[src/cpg_pkg.sv]
package cpg_pkg;
  // mode control register bit positions
  localparam int unsigned MODE_B7_POS = 7;
  localparam int unsigned MODE_B6_POS = 6;
  localparam int unsigned MODE_B4_POS = 4;
  localparam int unsigned MODE_B3_POS = 3;
  // gain field (B4..B3) of the mode control register
  localparam logic [1:0] GAIN_FIELD_AUTO = 2'h0;
  localparam logic [1:0] GAIN_FIELD_1X5 = 2'h2;
  // ceiling codes (output ceiling register B7..B5)
  localparam logic [2:0] CEIL_CODE_RETURN = 3'h6;
  localparam logic [2:0] CEIL_CODE_MAX = 3'h7;
  // channel enable bits B7..B5 of the current registers
  localparam int unsigned CH_EN_HI = 7;
  localparam int unsigned CH_EN_LO = 5;
  localparam int unsigned NUM_CH = 3;
  // reset values
  localparam logic [7:0] MODE_RST = 8'h00;
  localparam logic [2:0] CH_RST = 3'h0;
  // timing: gain step after 64 pump clock cycles at 2.4 MHz; the 4-cycle divider ticks at 2.5 MHz
  localparam int unsigned CORE_CLK_HZ = 10000000;
  localparam int unsigned PUMP_CLK_HZ = 2400000;
  localparam int unsigned STEP_PUMP_CYCLES = 64;
  // pump clock enable divider: whole core cycles per pump tick
  localparam int unsigned PUMP_DIV = CORE_CLK_HZ / PUMP_CLK_HZ;
  localparam logic [3:0] PUMP_DIV_LAST = 4'(PUMP_DIV - 1);
  localparam logic [6:0] STEP_LAST = 7'(STEP_PUMP_CYCLES - 1);

  typedef enum logic [1:0] {
    CPG_G1X = 2'h0,
    CPG_G15X = 2'h1,
    CPG_G2X = 2'h2
  } cpg_gain_t;

  typedef enum logic [2:0] {
    CPG_OP_OFF = 3'h0,
    CPG_OP_HE_TORCH = 3'h1,
    CPG_OP_AUTO_TORCH = 3'h2,
    CPG_OP_AUTO_FLASH = 3'h3,
    CPG_OP_PROG = 3'h4
  } cpg_op_t;

  // analog comparator results
  typedef struct packed {
    logic vout_at_ceiling;
    logic vout_above_vin;
    logic vout_below_vin_m1;
    logic iin_below_400;
    logic iin_below_300;
    logic over_temp_150;
    logic under_temp_140;
    logic out_short;
    logic vout_open;
  } cpg_cmp_t;

  // per-channel comparator results
  typedef struct packed {
    logic [NUM_CH-1:0] below_220;
    logic [NUM_CH-1:0] below_180;
    logic [NUM_CH-1:0] led_short;
  } cpg_chan_t;

  // drive to the power stage
  typedef struct packed {
    logic pump_on;
    cpg_gain_t gain;
    logic ilim_600;
    logic disconnect;
    logic torch_ceiling;
    logic [NUM_CH-1:0] ch_on;
  } cpg_drive_t;
endpackage : cpg_pkg

[src/cpg_controller.sv]
`timescale 1ns/1ns
module cpg_controller (
  // clock and reset
  input wire logic core_clk,
  input wire logic arst_n,
  // enable pin, asynchronous
  input wire logic enable_n,
  // register contents
  input wire logic [7:0] mode_control_register,
  input wire logic [7:0] output_ceiling_register,
  input wire logic [7:0] torch_current_register,
  input wire logic [7:0] flash_current_register,
  // analog comparators, asynchronous
  input wire cpg_pkg::cpg_cmp_t cmp,
  input wire cpg_pkg::cpg_chan_t chan,
  // power stage
  output cpg_pkg::cpg_drive_t drive,
  // status
  output logic standby,
  output logic thermal_off,
  output logic auto_active
);
  // synchronisers
  localparam int unsigned SYN_W = $bits(cpg_pkg::cpg_cmp_t) + $bits(cpg_pkg::cpg_chan_t) + 1;
  logic [SYN_W-1:0] syn1_r;
  logic [SYN_W-1:0] syn2_r;
  cpg_pkg::cpg_cmp_t c;
  cpg_pkg::cpg_chan_t ch;
  logic en_n_s;
  localparam logic [SYN_W-1:0] SYN_RST = {1'b1, {(SYN_W-1){1'b0}}};

  always_ff @(posedge core_clk or negedge arst_n) begin
    if (!arst_n) begin
      // enable reads as off until real pin levels have passed both flops
      syn1_r <= SYN_RST;
      syn2_r <= SYN_RST;
    end else begin
      syn1_r <= {enable_n, cmp, chan};
      syn2_r <= syn1_r;
    end
  end
  assign {en_n_s, c, ch} = syn2_r;

  // mode decode
  cpg_pkg::cpg_op_t op;
  logic [1:0] gain_field;
  cpg_mode_decode u_dec (
    .mode_control_register(mode_control_register),
    .op(op),
    .gain_field(gain_field)
  );

  logic is_auto;
  logic is_he;
  logic active;
  logic [cpg_pkg::NUM_CH-1:0] ch_req;
  assign is_auto = (op == cpg_pkg::CPG_OP_AUTO_TORCH) || (op == cpg_pkg::CPG_OP_AUTO_FLASH);
  assign is_he = (op == cpg_pkg::CPG_OP_HE_TORCH);
  assign ch_req = torch_current_register[cpg_pkg::CH_EN_HI:cpg_pkg::CH_EN_LO]
                | flash_current_register[cpg_pkg::CH_EN_HI:cpg_pkg::CH_EN_LO];
  assign standby = (ch_req == cpg_pkg::CH_RST);

  // thermal hysteresis
  logic thermal_r;
  always_ff @(posedge core_clk or negedge arst_n) begin
    if (!arst_n) begin
      thermal_r <= 1'b0;
    end else if (c.over_temp_150) begin
      thermal_r <= 1'b1;
    end else if (c.under_temp_140) begin
      thermal_r <= 1'b0;
    end
  end
  assign thermal_off = thermal_r;
  assign active = !en_n_s && !thermal_r && (op != cpg_pkg::CPG_OP_OFF);

  // pump clock enable divider
  logic [3:0] div_r;
  logic pump_tick;
  always_ff @(posedge core_clk or negedge arst_n) begin
    if (!arst_n) begin
      div_r <= '0;
    end else if (div_r == cpg_pkg::PUMP_DIV_LAST) begin
      div_r <= '0;
    end else begin
      div_r <= div_r + 4'h1;
    end
  end
  assign pump_tick = (div_r == cpg_pkg::PUMP_DIV_LAST);

  // auto start sequencing
  typedef enum logic [2:0] {
    AS_IDLE = 3'b001,
    AS_CHARGE = 3'b010,
    AS_DONE = 3'b100
  } cpg_as_t;
  cpg_as_t as_r;
  cpg_pkg::cpg_op_t op_last_r;

  always_ff @(posedge core_clk or negedge arst_n) begin
    if (!arst_n) begin
      as_r <= AS_IDLE;
      op_last_r <= cpg_pkg::CPG_OP_OFF;
    end else if (!active || !is_auto) begin
      as_r <= AS_IDLE;
      op_last_r <= op;
    end else begin
      op_last_r <= op;
      unique case (as_r)
        AS_IDLE: begin
          as_r <= c.vout_at_ceiling ? AS_DONE : AS_CHARGE;
        end
        AS_CHARGE: begin
          if (c.vout_at_ceiling) begin
            as_r <= AS_DONE;
          end
        end
        AS_DONE: begin
          if (op != op_last_r) begin
            as_r <= AS_IDLE;
          end
        end
      endcase
    end
  end
  assign auto_active = (as_r != AS_DONE) && active && is_auto;

  // gain state
  cpg_pkg::cpg_gain_t gain_r;
  cpg_pkg::cpg_gain_t gain_nxt;
  cpg_pkg::cpg_gain_t gain_max;
  logic [6:0] step_r;
  logic he_dropout;
  logic he_run_r;

  // adaptive dropout threshold per gain
  assign he_dropout = (gain_r == cpg_pkg::CPG_G1X) ? (|ch.below_220)
                                                   : (|ch.below_180);

  always_comb begin
    unique case (gain_field)
      2'h1: gain_max = cpg_pkg::CPG_G1X;
      2'h2: gain_max = cpg_pkg::CPG_G15X;
      default: gain_max = cpg_pkg::CPG_G2X;
    endcase
  end

  always_comb begin
    gain_nxt = gain_r;
    if (auto_active) begin
      if (as_r == AS_IDLE) begin
        gain_nxt = c.vout_above_vin ? cpg_pkg::CPG_G15X : cpg_pkg::CPG_G1X;
      end else if (gain_r == cpg_pkg::CPG_G1X && c.iin_below_400) begin
        gain_nxt = cpg_pkg::CPG_G15X;
      end else if (gain_r == cpg_pkg::CPG_G15X && c.iin_below_300 && !c.vout_at_ceiling) begin
        gain_nxt = cpg_pkg::CPG_G2X;
      end
    end else if (is_he) begin
      if (he_run_r && he_dropout && pump_tick && step_r == cpg_pkg::STEP_LAST
          && gain_r != cpg_pkg::CPG_G2X) begin
        gain_nxt = cpg_cpg_inc(gain_r);
      end
    end else if (op == cpg_pkg::CPG_OP_PROG) begin
      gain_nxt = gain_max;
    end
  end

  function automatic cpg_pkg::cpg_gain_t cpg_cpg_inc(input cpg_pkg::cpg_gain_t g);
    cpg_cpg_inc = (g == cpg_pkg::CPG_G1X) ? cpg_pkg::CPG_G15X : cpg_pkg::CPG_G2X;
  endfunction : cpg_cpg_inc

  always_ff @(posedge core_clk or negedge arst_n) begin
    if (!arst_n) begin
      gain_r <= cpg_pkg::CPG_G1X;
    end else if (!active) begin
      gain_r <= cpg_pkg::CPG_G1X;
    end else begin
      gain_r <= gain_nxt;
    end
  end

  // high-efficiency torch loop
  logic he_charged_r;
  always_ff @(posedge core_clk or negedge arst_n) begin
    if (!arst_n) begin
      he_charged_r <= 1'b0;
      he_run_r <= 1'b0;
    end else if (!active || !is_he) begin
      he_charged_r <= 1'b0;
      he_run_r <= 1'b0;
    end else if (c.vout_at_ceiling) begin
      he_charged_r <= 1'b1;
      he_run_r <= 1'b0;
    end else if (he_charged_r && he_dropout && !standby) begin
      he_run_r <= 1'b1;
    end else if (he_charged_r && !he_dropout) begin
      he_run_r <= 1'b0;
    end
  end

  // 64 pump-cycle gain step timer, restarted at each pump start
  always_ff @(posedge core_clk or negedge arst_n) begin
    if (!arst_n) begin
      step_r <= '0;
    end else if (!he_run_r) begin
      step_r <= '0;
    end else if (pump_tick) begin
      step_r <= (step_r == cpg_pkg::STEP_LAST) ? 7'h00 : step_r + 7'h01;
    end
  end

  // gain limits from output versus input
  cpg_pkg::cpg_gain_t gain_lim;
  always_comb begin
    gain_lim = gain_r;
    if (c.out_short || c.vout_below_vin_m1) begin
      gain_lim = cpg_pkg::CPG_G1X;
    end else if (!c.vout_above_vin && gain_r == cpg_pkg::CPG_G2X) begin
      gain_lim = cpg_pkg::CPG_G15X;
    end else if (c.vout_above_vin && gain_r == cpg_pkg::CPG_G1X) begin
      gain_lim = cpg_pkg::CPG_G15X;
    end
  end

  // output drive, registered
  logic pump_want;
  assign pump_want = active && !c.vout_at_ceiling && !c.vout_open
                   && (auto_active || (is_he && (!he_charged_r || he_run_r))
                       || (!is_he && !is_auto));

  always_ff @(posedge core_clk or negedge arst_n) begin
    if (!arst_n) begin
      drive <= '0;
    end else begin
      drive.pump_on <= pump_want;
      drive.gain <= active ? gain_lim : cpg_pkg::CPG_G1X;
      drive.ilim_600 <= 1'b1;
      drive.disconnect <= !active || c.vout_open;
      drive.torch_ceiling <= is_he || (op == cpg_pkg::CPG_OP_AUTO_TORCH);
      drive.ch_on <= (active && !auto_active) ? (ch_req & ~ch.led_short)
                                              : cpg_pkg::CH_RST;
    end
  end
endmodule : cpg_controller

[src/cpg_mode_decode.sv]
`timescale 1ns/1ns
module cpg_mode_decode (
  // mode control register
  input wire logic [7:0] mode_control_register,
  // decoded operation
  output cpg_pkg::cpg_op_t op,
  output logic [1:0] gain_field
);
  logic [3:0] sel;

  assign sel = {mode_control_register[cpg_pkg::MODE_B7_POS],
                mode_control_register[cpg_pkg::MODE_B6_POS],
                mode_control_register[cpg_pkg::MODE_B4_POS],
                mode_control_register[cpg_pkg::MODE_B3_POS]};
  assign gain_field = sel[1:0];

  always_comb begin
    if (sel == 4'h4) begin
      op = cpg_pkg::CPG_OP_HE_TORCH;
    end else if (sel == 4'h8) begin
      op = cpg_pkg::CPG_OP_AUTO_TORCH;
    end else if (sel == 4'hc) begin
      op = cpg_pkg::CPG_OP_AUTO_FLASH;
    end else if (sel[3:2] != 2'h0) begin
      op = cpg_pkg::CPG_OP_PROG;
    end else begin
      op = cpg_pkg::CPG_OP_OFF;
    end
  end
endmodule : cpg_mode_decode

[config.mk]
export PLATFORM = sky130hd
export DESIGN_NAME = cpg_controller
export DESIGN_NICKNAME = d
export VERILOG_FILES = /design/src/cpg_pkg.sv /design/src/cpg_controller.sv /design/src/cpg_mode_decode.sv
export SDC_FILE = /design/constraint.sdc
export NUM_CORES = 1
export LEC_CHECK = 0
export BUFFER_PORTS_ARGS = -buffer_cell sky130_fd_sc_hd__buf_2
export CAP_MARGIN = 20
export CORE_AREA = 2 2 61 91
export DETAILED_ROUTE_END_ITERATION = 7
export DIE_AREA = 0 0 63 93
export PLACE_DENSITY = 0.75
export SYNTH_ARGS = -nofsm -noshare
export SYNTH_HDL_FRONTEND = slang
export SYNTH_HIERARCHICAL = 1
export SYNTH_SLANG_ARGS = --single-unit
[constraint.sdc]
create_clock -name core_clk -period 2.4 [get_ports core_clk]
set_clock_uncertainty 0.15 [all_clocks]
set_input_delay 0.48 -clock core_clk [delete_from_list [all_inputs] [get_ports core_clk]]
set_output_delay 0.48 -clock core_clk [all_outputs]
set_load 0.01 [all_outputs]
==> results.yml, run 1 <==
setup_path:
  r2r_start: "gain_r[1]"
  required_ns: 1.77
  cp_top_family: "simple AND/OR/NAND/NOR gates"
  worst_path_max_delay_cell: "nor4b_4"
  critPathMaxStageDelay_ns: 0.33
  r2r-end: "gain_r[1]"
  start_kind: "primary input"
  r2r_cells: 5
  cp_common_cell: "buf_2"
  r2r_slack_ns: 0.33
  path_max_fanout: 8
  crit_chain: "buf_2, nor3b_1, nor4b_4, nand2_4, buf_4, inv_1, buf_2"
  cp_data_arrival_time_ns: 1.64
  path_class: "in2out"
  worst-path-buf-inv: 4
  path_depth: 7
  setup.worst_path.end_class: "output port"
route:
  drt_iter0_markers: 27
  routed_wl_microns: 3961
  vias_per_cell: 4.994
  wire_per_inst_microns: 12.65
  drc: 0
  final_antenna_net_count: 0
  drt_pass1_iterations: 4
  num_vias: 1563
global_routing:
  overflow: 0
  grt_pass1_vias: 1679
  grt_start_max_net_pins: 49
  grt_use_total_pct: 16.20
  grt_pass1_wl_microns: 7079
  antenna_found_initial: 0
power_and_ir_drop:
  power_density_nw_per_um2: 729.5
  vdd_drop_max_mv: 0.5130
  power_leakage_nw: 1.445
timing:
  fin_tns_setup_ns: 0
  fin_crit_sh_pct: 94.41
  fmax_mhz: 441.3
  hold_viol_final: 0
  finalCriticalPeriod_ns: 2.266
  setup_viol: 0
  slew_violations: 0
  rsz0062_at_grt: "false"
cells_and_area:
  layout.cells.non_filler: 313
  antenna_cells: 0
  drive_gt1_share_pct: 30.20
  n_fill_cell: 426
  syn2layout_area_growth_pct: 21.24
  num-nets-final: 296
  final_cell_mix: "dfrtp_1 (66), buf_2 (42), nor2_1 (13)"
  final_area_sq_um: 3022
  mostFrequentLayoutCell: "dfrtp_1"
  final_util_pct: 59.42
die:
  coreArea_sq_um: 5085
  fp.dieH_microns: 93
  initial_core_util_pct: 49.02
  dieArea_sq_um: 5859
  core.rowCount: 32
  die_w_microns: 63
  io_pins: 65
clock_tree:
  cts_root_buf: "clkbuf_8"
  htree_levels: 3
  post_cts_resized: 0
  clk_pin_slew_ns: 0.06
  clockBufferDepth: 2
  cts_buffers: 9
  clock_sinks: 69
  cts_tree: "yes"
  clk_latency_ns: 0.33
worst_hold_path:
  hold_path.class: "in2reg"
  hp-start: "enable_n"
  min_to: "syn1_r[18]"
  whs_path_depth: 1
synthesis:
  mappedNetlistArea_sq_um: 2492
  synth_edf_count: 0
  synth_warnings: 6
  synth-seq-cells: 69
  synth_cell_types: 49
  ys_seq_area_share_pct: 69.43
  synthCells: 184
  syn_nets: 240
  syn_avg_cell_area_sq_um: 13.55
  synthFlopType: "dfrtp_1"
  synthArstFlopShare_pct: 100.0
place:
  dpl.cell_count: 296
  hpwl_microns: 2862
  dpl_cell_area_sq_um: 2828
  gp_congestion: 0.8044
  io_buffer_count: 42
run_status:
  status: "complete, no violations"
flow_run:
  drv_cap: 0
==> through the flow <==
stage               setup slack, ns  hold slack [ns]  power (W)
finish                       0.1342          0.09600   0.002204
CTS                          0.1338          0.07279   0.002238
global route                0.03204          0.07849   0.002307
floorplan                    0.1353          0.03441   0.001286
detailed placement          0.06180           0.1847   0.001358
global placement            0.07442           0.1812   0.001353
==> flip-flops by register name, indices dropped and copies added (netlist names) <==
register and flops:
he_charged_r 1, syn1_r 19, gain_r 2, step_r 7
drive 9, as_r 3, div_r 4, he_run_r 1
thermal_off 1, op_last_r 3, syn2_r 19
==> where the power goes <==
part	internal, W	switching, W	leakage, nW
Combinational	0.0000506	0.0000602	0.500
Sequential	0.00121	0.0000167	0.851
Clock	0.000479	0.000392	0.0943
Total	0.00174	0.000469	1.44
==> Yosys cell counts (all sizes together), types with 2 or more instances <==
master | n | area share, %
nand3b | 3 | 0.90
and2 | 3 | 0.75
o21ai | 4 | 0.80
xnor2 | 4 | 1.4
nor2 | 13 | 2.0
nand3 | 8 | 1.6
nor3 | 4 | 0.80
dfrtp | 66 | 66
xor2 | 4 | 1.4
inv | 5 | 0.75
nand2b | 3 | 0.75
dfstp | 3 | 3.2
a21boi | 2 | 0.60
buf | 5 | 1.2
a21o | 2 | 0.60
a21oi | 4 | 0.80
mux2 | 2 | 0.90
nor4 | 4 | 1.0
or2 | 2 | 0.50
nand2 | 10 | 1.8
ha | 3 | 1.5
nor3b | 6 | 2.0
o311ai | 2 | 0.70
==> worst reg2reg max path: stages (launching register included) <==
cell,delay [ns]
dfrtp_1,0.44
or4_1,0.55
o22ai_2,0.14
o311ai_1,0.13
o311ai_1,0.16
mux2_1,0.38
==> kinds of logic after synthesis <==
group / synth area share [%]
compound gates: 7.029
xor+xnor: 2.811
fa+ha+maj: 1.506
buf+inv: 2.058
flops: 69.43
mux: 1.305
other cells: 0.1505
simple gates: 15.71
==> how the worst max path moves through the flow <==
stage                                  start  slack, ns          end
floorplan           mode_control_register[4]       0.14    gain_r[1]
global placement    mode_control_register[4]       0.07    gain_r[0]
detailed placement  mode_control_register[4]       0.06    gain_r[0]
CTS                 mode_control_register[4]       0.13  auto_active
global route        mode_control_register[4]       0.03  auto_active
finish              mode_control_register[4]       0.13  auto_active
==> cell type report <==
class	count	area, sq um	area share, %
multi-input combinational	104	710.7	23.52
clock inverter	4	48.80	1.615
timing repair buffer	51	292.8	9.689
inverter	5	18.77	0.6211
sequential	69	1730	57.27
tap	68	85.08	2.816
clock buffer	12	135.1	4.472
==> per-layer routing <==
layer / GRT usage (%) / part of all wire, % / vias to the layer above
met5: 0 / 0 / -
met1: 17.60 / 37 / 771
met2: 27.39 / 56 / 34
met4: 12.96 / 3.0 / 0
met3: 3.129 / 3.6 / 11
li1: - / - / 747
==> repair_timing <==
action / 4_1_cts / 5_1_grt
setup buffers: 0 / 0
hold endpoints to repair: 19 / 0
hold buffers: 1 / 0
Note: power is estimated with default switching activity, not from simulation.
==> run 2, diff against run 1 <==
--- a/config.mk
+++ b/config.mk
@@ -5,12 +5,13 @@
 export SDC_FILE = /design/constraint.sdc
 export NUM_CORES = 1
 export LEC_CHECK = 0
+export ABC_AREA = 1
 export BUFFER_PORTS_ARGS = -buffer_cell sky130_fd_sc_hd__buf_2
 export CAP_MARGIN = 20
-export CORE_AREA = 2 2 61 91
+export CORE_AREA = 2 2 63 95
 export DETAILED_ROUTE_END_ITERATION = 7
-export DIE_AREA = 0 0 63 93
-export PLACE_DENSITY = 0.75
+export DIE_AREA = 0 0 65 97
+export PLACE_DENSITY = 0.72
 export SYNTH_ARGS = -nofsm -noshare
 export SYNTH_HDL_FRONTEND = slang
 export SYNTH_HIERARCHICAL = 1
==> run 2 against run 1 <==
Net effect: sequential power hardly changed; setup slack improved by 0.24 ns; sequential cell count stayed put; die area rose by 7.6%; combinational power up 8%; clock power increased by 42%; critical path type unchanged.
==> results.yml, run 2 <==
clock_tree:
  postCtsSetupBuffers: 0
  clockBufferDepth: 2
  post_cts_resized: 0
  clk_pin_slew_ns: 0.07
  htree_levels: 3
  cts_buffers: 9
  cts_root_buf: "clkbuf_8"
  cts_tree: "yes"
  cts_hold_buf: 1
  clock_sinks: 69
  clk_latency_ns: 0.34
power_and_ir_drop:
  clkPwrFrac_pct: 48.1
  power_leakage_nw: 1.591
  finalPower_w: 0.002582
  seqPwrFrac_pct: 47.3
  swShare_pct: 19.58
  power_density_nw_per_um2: 810.0
  comb_power_share_pct: 4.6
  p_sw_w: 0.0005056
  internal_power_w: 0.002077
  vdd_drop_max_mv: 0.6408
setup_path:
  path_class: "in2out"
  critPathMaxStageDelay_ns: 0.24
  worst_path_max_delay_cell: "nor2_1"
  crit_chain: "buf_2, nor2_1, nor2_1, inv_1, nand3_1, nor2_4, buf_2"
  cp_data_arrival_time_ns: 1.40
  required_ns: 1.77
  r2r_slack_ns: 0.77
  setup.worst_path.end_class: "output port"
  r2r_cells: 8
  start_kind: "primary input"
  path_max_fanout: 6
timing:
  relSlewSlack_pct: 61.50
  hold_viol_final: 0
  fin_crit_sh_pct: 84.49
  layout_setup_ws_ns: 0.3722
  setup_viol: 0
  fmax_mhz: 493.1
  fin_tns_setup_ns: 0
  slew_violations: 0
  finalCriticalPeriod_ns: 2.028
  worst_slew_pin_slew_ns: 0.5774
  rsz0062_at_grt: "false"
place:
  dpl.cell_count: 354
  dp_slack_ns: 0.3568
  gp_congestion: 0.8337
  hpwl_microns: 3036
  io_buffer_count: 42
  dpl_cell_area_sq_um: 2907
die:
  die_w_microns: 65
  initial_core_util_pct: 47.86
  fp.dieH_microns: 97
  coreArea_sq_um: 5409
  dieArea_sq_um: 6305
  core.rowCount: 33
  io_pins: 65
route:
  drc: 0
  final_antenna_net_count: 0
  drt_iter0_markers: 56
  drt_pass1_iterations: 4
  wire_per_inst_microns: 11.38
  routed_wl_microns: 4222
  vias_per_cell: 4.698
  num_vias: 1743
synthesis:
  synth_warnings: 6
  ys_seq_area_share_pct: 66.84
  synth_top_cell_by_area: "dfrtp_1"
  synth_top_area_share_pct: 63.80
  synth_edf_count: 0
  synth_common_cells: "dfrtp_1 (66), nand2_1 (38), inv_1 (31)"
  syn_nets: 297
  synth_cell_types: 32
  mappedNetlistArea_sq_um: 2589
  syn_avg_cell_area_sq_um: 10.74
  ys_top_cells_by_area: "dfrtp_1 (64%), nand2_1 (5.5%), inv_1 (4.5%)"
  synthCells: 241
  synthArstFlopShare_pct: 100.0
  synth_most_common_cell: "dfrtp_1"
  synth-seq-cells: 69
  synthFlopType: "dfrtp_1"
cells_and_area:
  n_fill_cell: 453
  layout.cells.non_filler: 371
  mostFrequentLayoutCell: "dfrtp_1"
  final_cell_mix: "dfrtp_1 (66), buf_2 (42), nand2_1 (38)"
  top_regs: "syn1_r x19, syn2_r x19, drive x9"
  final_area_sq_um: 3188
  drive_gt1_share_pct: 26.91
  num-nets-final: 352
  antenna_cells: 0
  syn2layout_area_growth_pct: 23.15
global_routing:
  grt_use_met1_pct: 17.54
  grt_pass1_vias: 1816
  grtUsageMet2_pct: 26.17
  overflow: 0
  top_usage_layer: "met2"
  grt_pass1_wl_microns: 7541
  grt_use_total_pct: 16.08
  antenna_found_initial: 0
  grt_start_max_net_pins: 45
  grtUsageMet3_pct: 3.488
worst_hold_path:
  whs_path_depth: 1
  hold_path.class: "in2reg"
flow_run:
  drv_cap: 0
run_status:
  status: "complete, no violations"
## run 2: cell count changes in the layout (fill, tap and decap cells not counted), moves of 5 or more
cell	delta
buf_4	-5
nand2_1	+29
nand3_1	+10
nor2_1	+12
nor3b_1	-5
inv_1	+26
## run 2: area by class of cell
type / count / area (sq um) / share of cell area [%]
clock inverters: 6 / 133.9 / 4.199
well taps: 70 / 87.58 / 2.747
repair buffers: 46 / 255.2 / 8.006
flip-flops and latches: 69 / 1730 / 54.28
clock buffers: 10 / 137.6 / 4.317
inverters: 32 / 120.1 / 3.768
multi-input cells: 138 / 723.2 / 22.68
## run 2: power by group through the flow
| stage | logic (W) | clock network, W | registers [W] |
|---|---|---|---|
| 2_1_floorplan | 0.0000516 | 0 | 0.00124 |
| 3_3_place_gp | 0.000119 | 0 | 0.00124 |
| 3_5_place_dp | 0.000121 | 0 | 0.00124 |
| 4_1_cts | 0.000123 | 0.00127 | 0.00122 |
| 5_1_grt | 0.000138 | 0.00132 | 0.00123 |
| 6_report | 0.000120 | 0.00124 | 0.00122 |
## run 2: worst paths after layout
kind / startpoint / to
worst max-delay path: mode_control_register[4] / auto_active
worst min-delay path: enable_n / syn1_r[18]
worst max register to register: div_r[0] / gain_r[1]
worst min register to register: syn1_r[5] / syn2_r[5]
max in group asynchronous: arst_n / drive[5]
min in group asynchronous: arst_n / syn2_r[0]
## run 2: worst max-delay path, delay by kind of cell
| kind | cells | cell delay [ns] |
|---|---|---|
| buf+inv | 3 | 0.38 |
| simple gates | 4 | 0.53 |
## run 2: metal layers
metal  part of all wire, %  routed length (microns)  vias to the layer above
li1                      -                        -                      877
met1                    39                     1629                      816
met2                    54                     2272                       38
met3                   3.9                      164                       12
met4                   3.7                      155                        0
met5                     0                        0                        -
## run 2: logic make-up (layout without fill, tap and decap cells)
logic type               Yosys count  in the layout  synth area share [%]
AND/OR/NAND/NOR                  109            109                 19.67
flip-flops                        69             69                 66.84
buffers and inverters             34             94                 5.220
AO/OA/AOI/OAI                     20             20                 4.979
XOR/XNOR                           5              5                 1.692
adder cells (fa/ha/maj)            3              3                 1.450
other                              1              1                0.1449
## run 2: stage by stage
step	hold slack [ns]	util, %
6_report	0.08147	58.94
5_1_grt	0.05816	58.94
3_3_place_gp	0.1822	53.74
4_1_cts	0.06633	58.94
2_1_floorplan	0.03441	-
3_5_place_dp	0.1847	53.74
==> run 3, diff against run 2 <==
--- a/config.mk
+++ b/config.mk
@@ -5,13 +5,13 @@
 export SDC_FILE = /design/constraint.sdc
 export NUM_CORES = 1
 export LEC_CHECK = 0
-export ABC_AREA = 1
+export ABC_AREA = 0
 export BUFFER_PORTS_ARGS = -buffer_cell sky130_fd_sc_hd__buf_2
 export CAP_MARGIN = 20
-export CORE_AREA = 2 2 63 95
+export CORE_AREA = 2 2 62 93
 export DETAILED_ROUTE_END_ITERATION = 7
-export DIE_AREA = 0 0 65 97
-export PLACE_DENSITY = 0.72
+export DIE_AREA = 0 0 64 95
+export PLACE_DENSITY = 0.73
 export SYNTH_ARGS = -nofsm -noshare
 export SYNTH_HDL_FRONTEND = slang
 export SYNTH_HIERARCHICAL = 1
==> constraint.sdc (replaced) <==
create_clock -name core_clk -period 2 [get_ports core_clk]
set_clock_uncertainty 0.15 [all_clocks]
set_input_delay 0.4 -clock core_clk [delete_from_list [all_inputs] [get_ports core_clk]]
set_output_delay 0.4 -clock core_clk [all_outputs]
set_load 0.01 [all_outputs]
==> run 3 against run 2 <==
Net effect: via count is 3.8% lower; first-iteration DRC count is 34% lower; sequential power is 20% higher; critical path depth is 2 lower; clock power is 16% higher; sequential share of layout area is 5.1 points lower; count of clock-buffer cells in the layout is 1 lower; highest routed layer unchanged; largest cell class unchanged; utilization is 7.1 points higher; sequential cell count stayed put; setup slack worse by 0.34 ns.
==> results.yml, run 3 (synthesized netlist as in run 1, its figures left out) <==
run_status:
  status: "complete, no violations"
setup_path:
  setup.worst_path.end_class: "register"
  cp_top_family: "simple AND/OR/NAND/NOR gates"
  path_class: "reg2reg"
  critPathMaxStageDelay_ns: 0.53
  crit_chain: "or4_1, o22ai_2, o311ai_4, o311ai_4, mux2_4"
  start_kind: "register"
  required_ns: 2.06
  cp_common_cell: "o311ai_4"
  path_max_fanout: 3
  cp_data_arrival_time_ns: 2.02
  worst-path-buf-inv: 0
  worst_path_max_delay_cell: "or4_1"
place:
  gp_congestion: 0.7967
  io_buffer_count: 42
  hpwl_microns: 2771
clock_tree:
  clock_sinks: 69
  clk_pin_slew_ns: 0.07
  cts_buffers: 9
  clockBufferDepth: 2
  htree_levels: 3
  cts_tree: "yes"
  clk_latency_ns: 0.33
  cts_root_buf: "clkbuf_8"
timing:
  setup_viol: 0
  rsz0062_at_grt: "true"
  slew_violations: 0
  fin_crit_sh_pct: 98.15
  fin_tns_setup_ns: 0
  hold_viol_final: 0
  fmax_mhz: 509.4
  finalCriticalPeriod_ns: 1.963
cells_and_area:
  final_cell_mix: "dfrtp_1 (66), buf_2 (42), buf_4 (32)"
  top_regs: "syn1_r x19, syn2_r x19, drive x9"
  drive_gt1_share_pct: 40.14
  antenna_cells: 0
  mostFrequentLayoutCell: "dfrtp_1"
  syn2layout_area_growth_pct: 41.06
  n_fill_cell: 396
  num-nets-final: 335
route:
  drt_iter0_markers: 37
  vias_per_cell: 4.734
  drc: 0
  drt_pass1_iterations: 4
  num_vias: 1676
  wire_per_inst_microns: 12.20
  routed_wl_microns: 4320
  final_antenna_net_count: 0
power_and_ir_drop:
  vdd_drop_max_mv: 0.7856
  power_leakage_nw: 1.676
  p_sw_w: 0.0005931
  finalPower_w: 0.003085
  clkPwrFrac_pct: 46.7
  comb_power_share_pct: 5.9
  seqPwrFrac_pct: 47.5
  power_density_nw_per_um2: 877.6
  swShare_pct: 19.22
  internal_power_w: 0.002492
die:
  coreArea_sq_um: 5326
  dieArea_sq_um: 6080
  die_w_microns: 64
  io_pins: 65
  core.rowCount: 33
  fp.dieH_microns: 95
  initial_core_util_pct: 46.79
global_routing:
  grt_pass1_wl_microns: 7465
  grt_start_max_net_pins: 70
  grt_use_total_pct: 16.76
  grt_pass1_vias: 1709
  antenna_found_initial: 0
  overflow: 0
flow_run:
  drv_cap: 0
worst_hold_path:
  hold_path.class: "in2reg"
run 3: cell count changes in the layout (fill, tap and decap cells not counted), moves of 12 or more:
cell | before | now
buf_4 | 2 | 32
dlygate4sd3_1 | 1 | 15
inv_1 | 31 | 4
nand2_1 | 38 | 9
nand3_1 | 18 | 6
nor2_1 | 25 | 13
run 3: final cells by class:
type	count	area [sq um]	area share, %
Sequential cell	69	1730	49.22
Clock inverter	7	137.6	3.915
Multi-Input combinational cell	104	797.0	22.67
Tap cell	70	87.58	2.491
Inverter	5	18.77	0.5338
Clock buffer	9	123.9	3.523
Timing Repair Buffer	90	620.6	17.65
run 3: worst paths after layout:
path	startpoint	to	slack, ns	cells past startpoint
hold / removal	cmp[3]	syn1_r[12]	0.03	1
max in group asynchronous	arst_n	syn1_r[18]	0.94	3
setup reg to reg	gain_r[1]	gain_r[0]	0.04	5
hold reg to reg	syn1_r[1]	syn2_r[1]	0.20	0
setup / recovery	gain_r[1]	gain_r[0]	0.04	5
min in group asynchronous	arst_n	syn2_r[1]	0.46	3
run 3: per-stage QoR:
stage / setup slack, ns / utilization, % / std cells / cell area (sq um) / hold WS, ns
6_report: 0.03695 / 66.01 / 354 / 3516 / 0.02633
5_1_grt: -0.03619 / 66.01 / 354 / 3516 / 0.002899
3_5_place_dp: -0.1826 / 56.71 / 317 / 3020 / 0.1847
3_3_place_gp: -0.1636 / 56.71 / 317 / 3020 / 0.1822
4_1_cts: 0.01052 / 62.37 / 336 / 3322 / 0.001565
2_1_floorplan: -0.04238 / - / 184 / 2549 / -0.04559
run 3: worst register-to-register path: cells and delay by family (launching register included):
family	cells	cell delay, ns
AO/OA/AOI/OAI	3	0.44
flip-flops	1	0.39
multiplexers	1	0.33
AND/OR/NAND/NOR	1	0.53
run 3: timing repair:
item / CTS / global route
hold buffers: 1 / 14
pin swaps: 1 / 8
hold endpoints to repair: 66 / 14
setup buffers: 2 / 4
gates resized for setup: 3 / 5
endpoints found under the setup margin: 3 / 3
run 3: power groups by stage:
stage	sequential [W]	clock, W	combinational (W)
2_1_floorplan	0.00149	0	0.0000600
3_3_place_gp	0.00149	0	0.000152
3_5_place_dp	0.00149	0	0.000155
4_1_cts	0.00147	0.00148	0.000158
5_1_grt	0.00147	0.00155	0.000204
6_report	0.00147	0.00144	0.000181
run 3: layer usage:
metal	part of all wire [%]	global-route usage (%)
met1	42	19.10
met3	3.6	6.198
met2	52	27.34
met5	0	0
met4	2.3	8.877
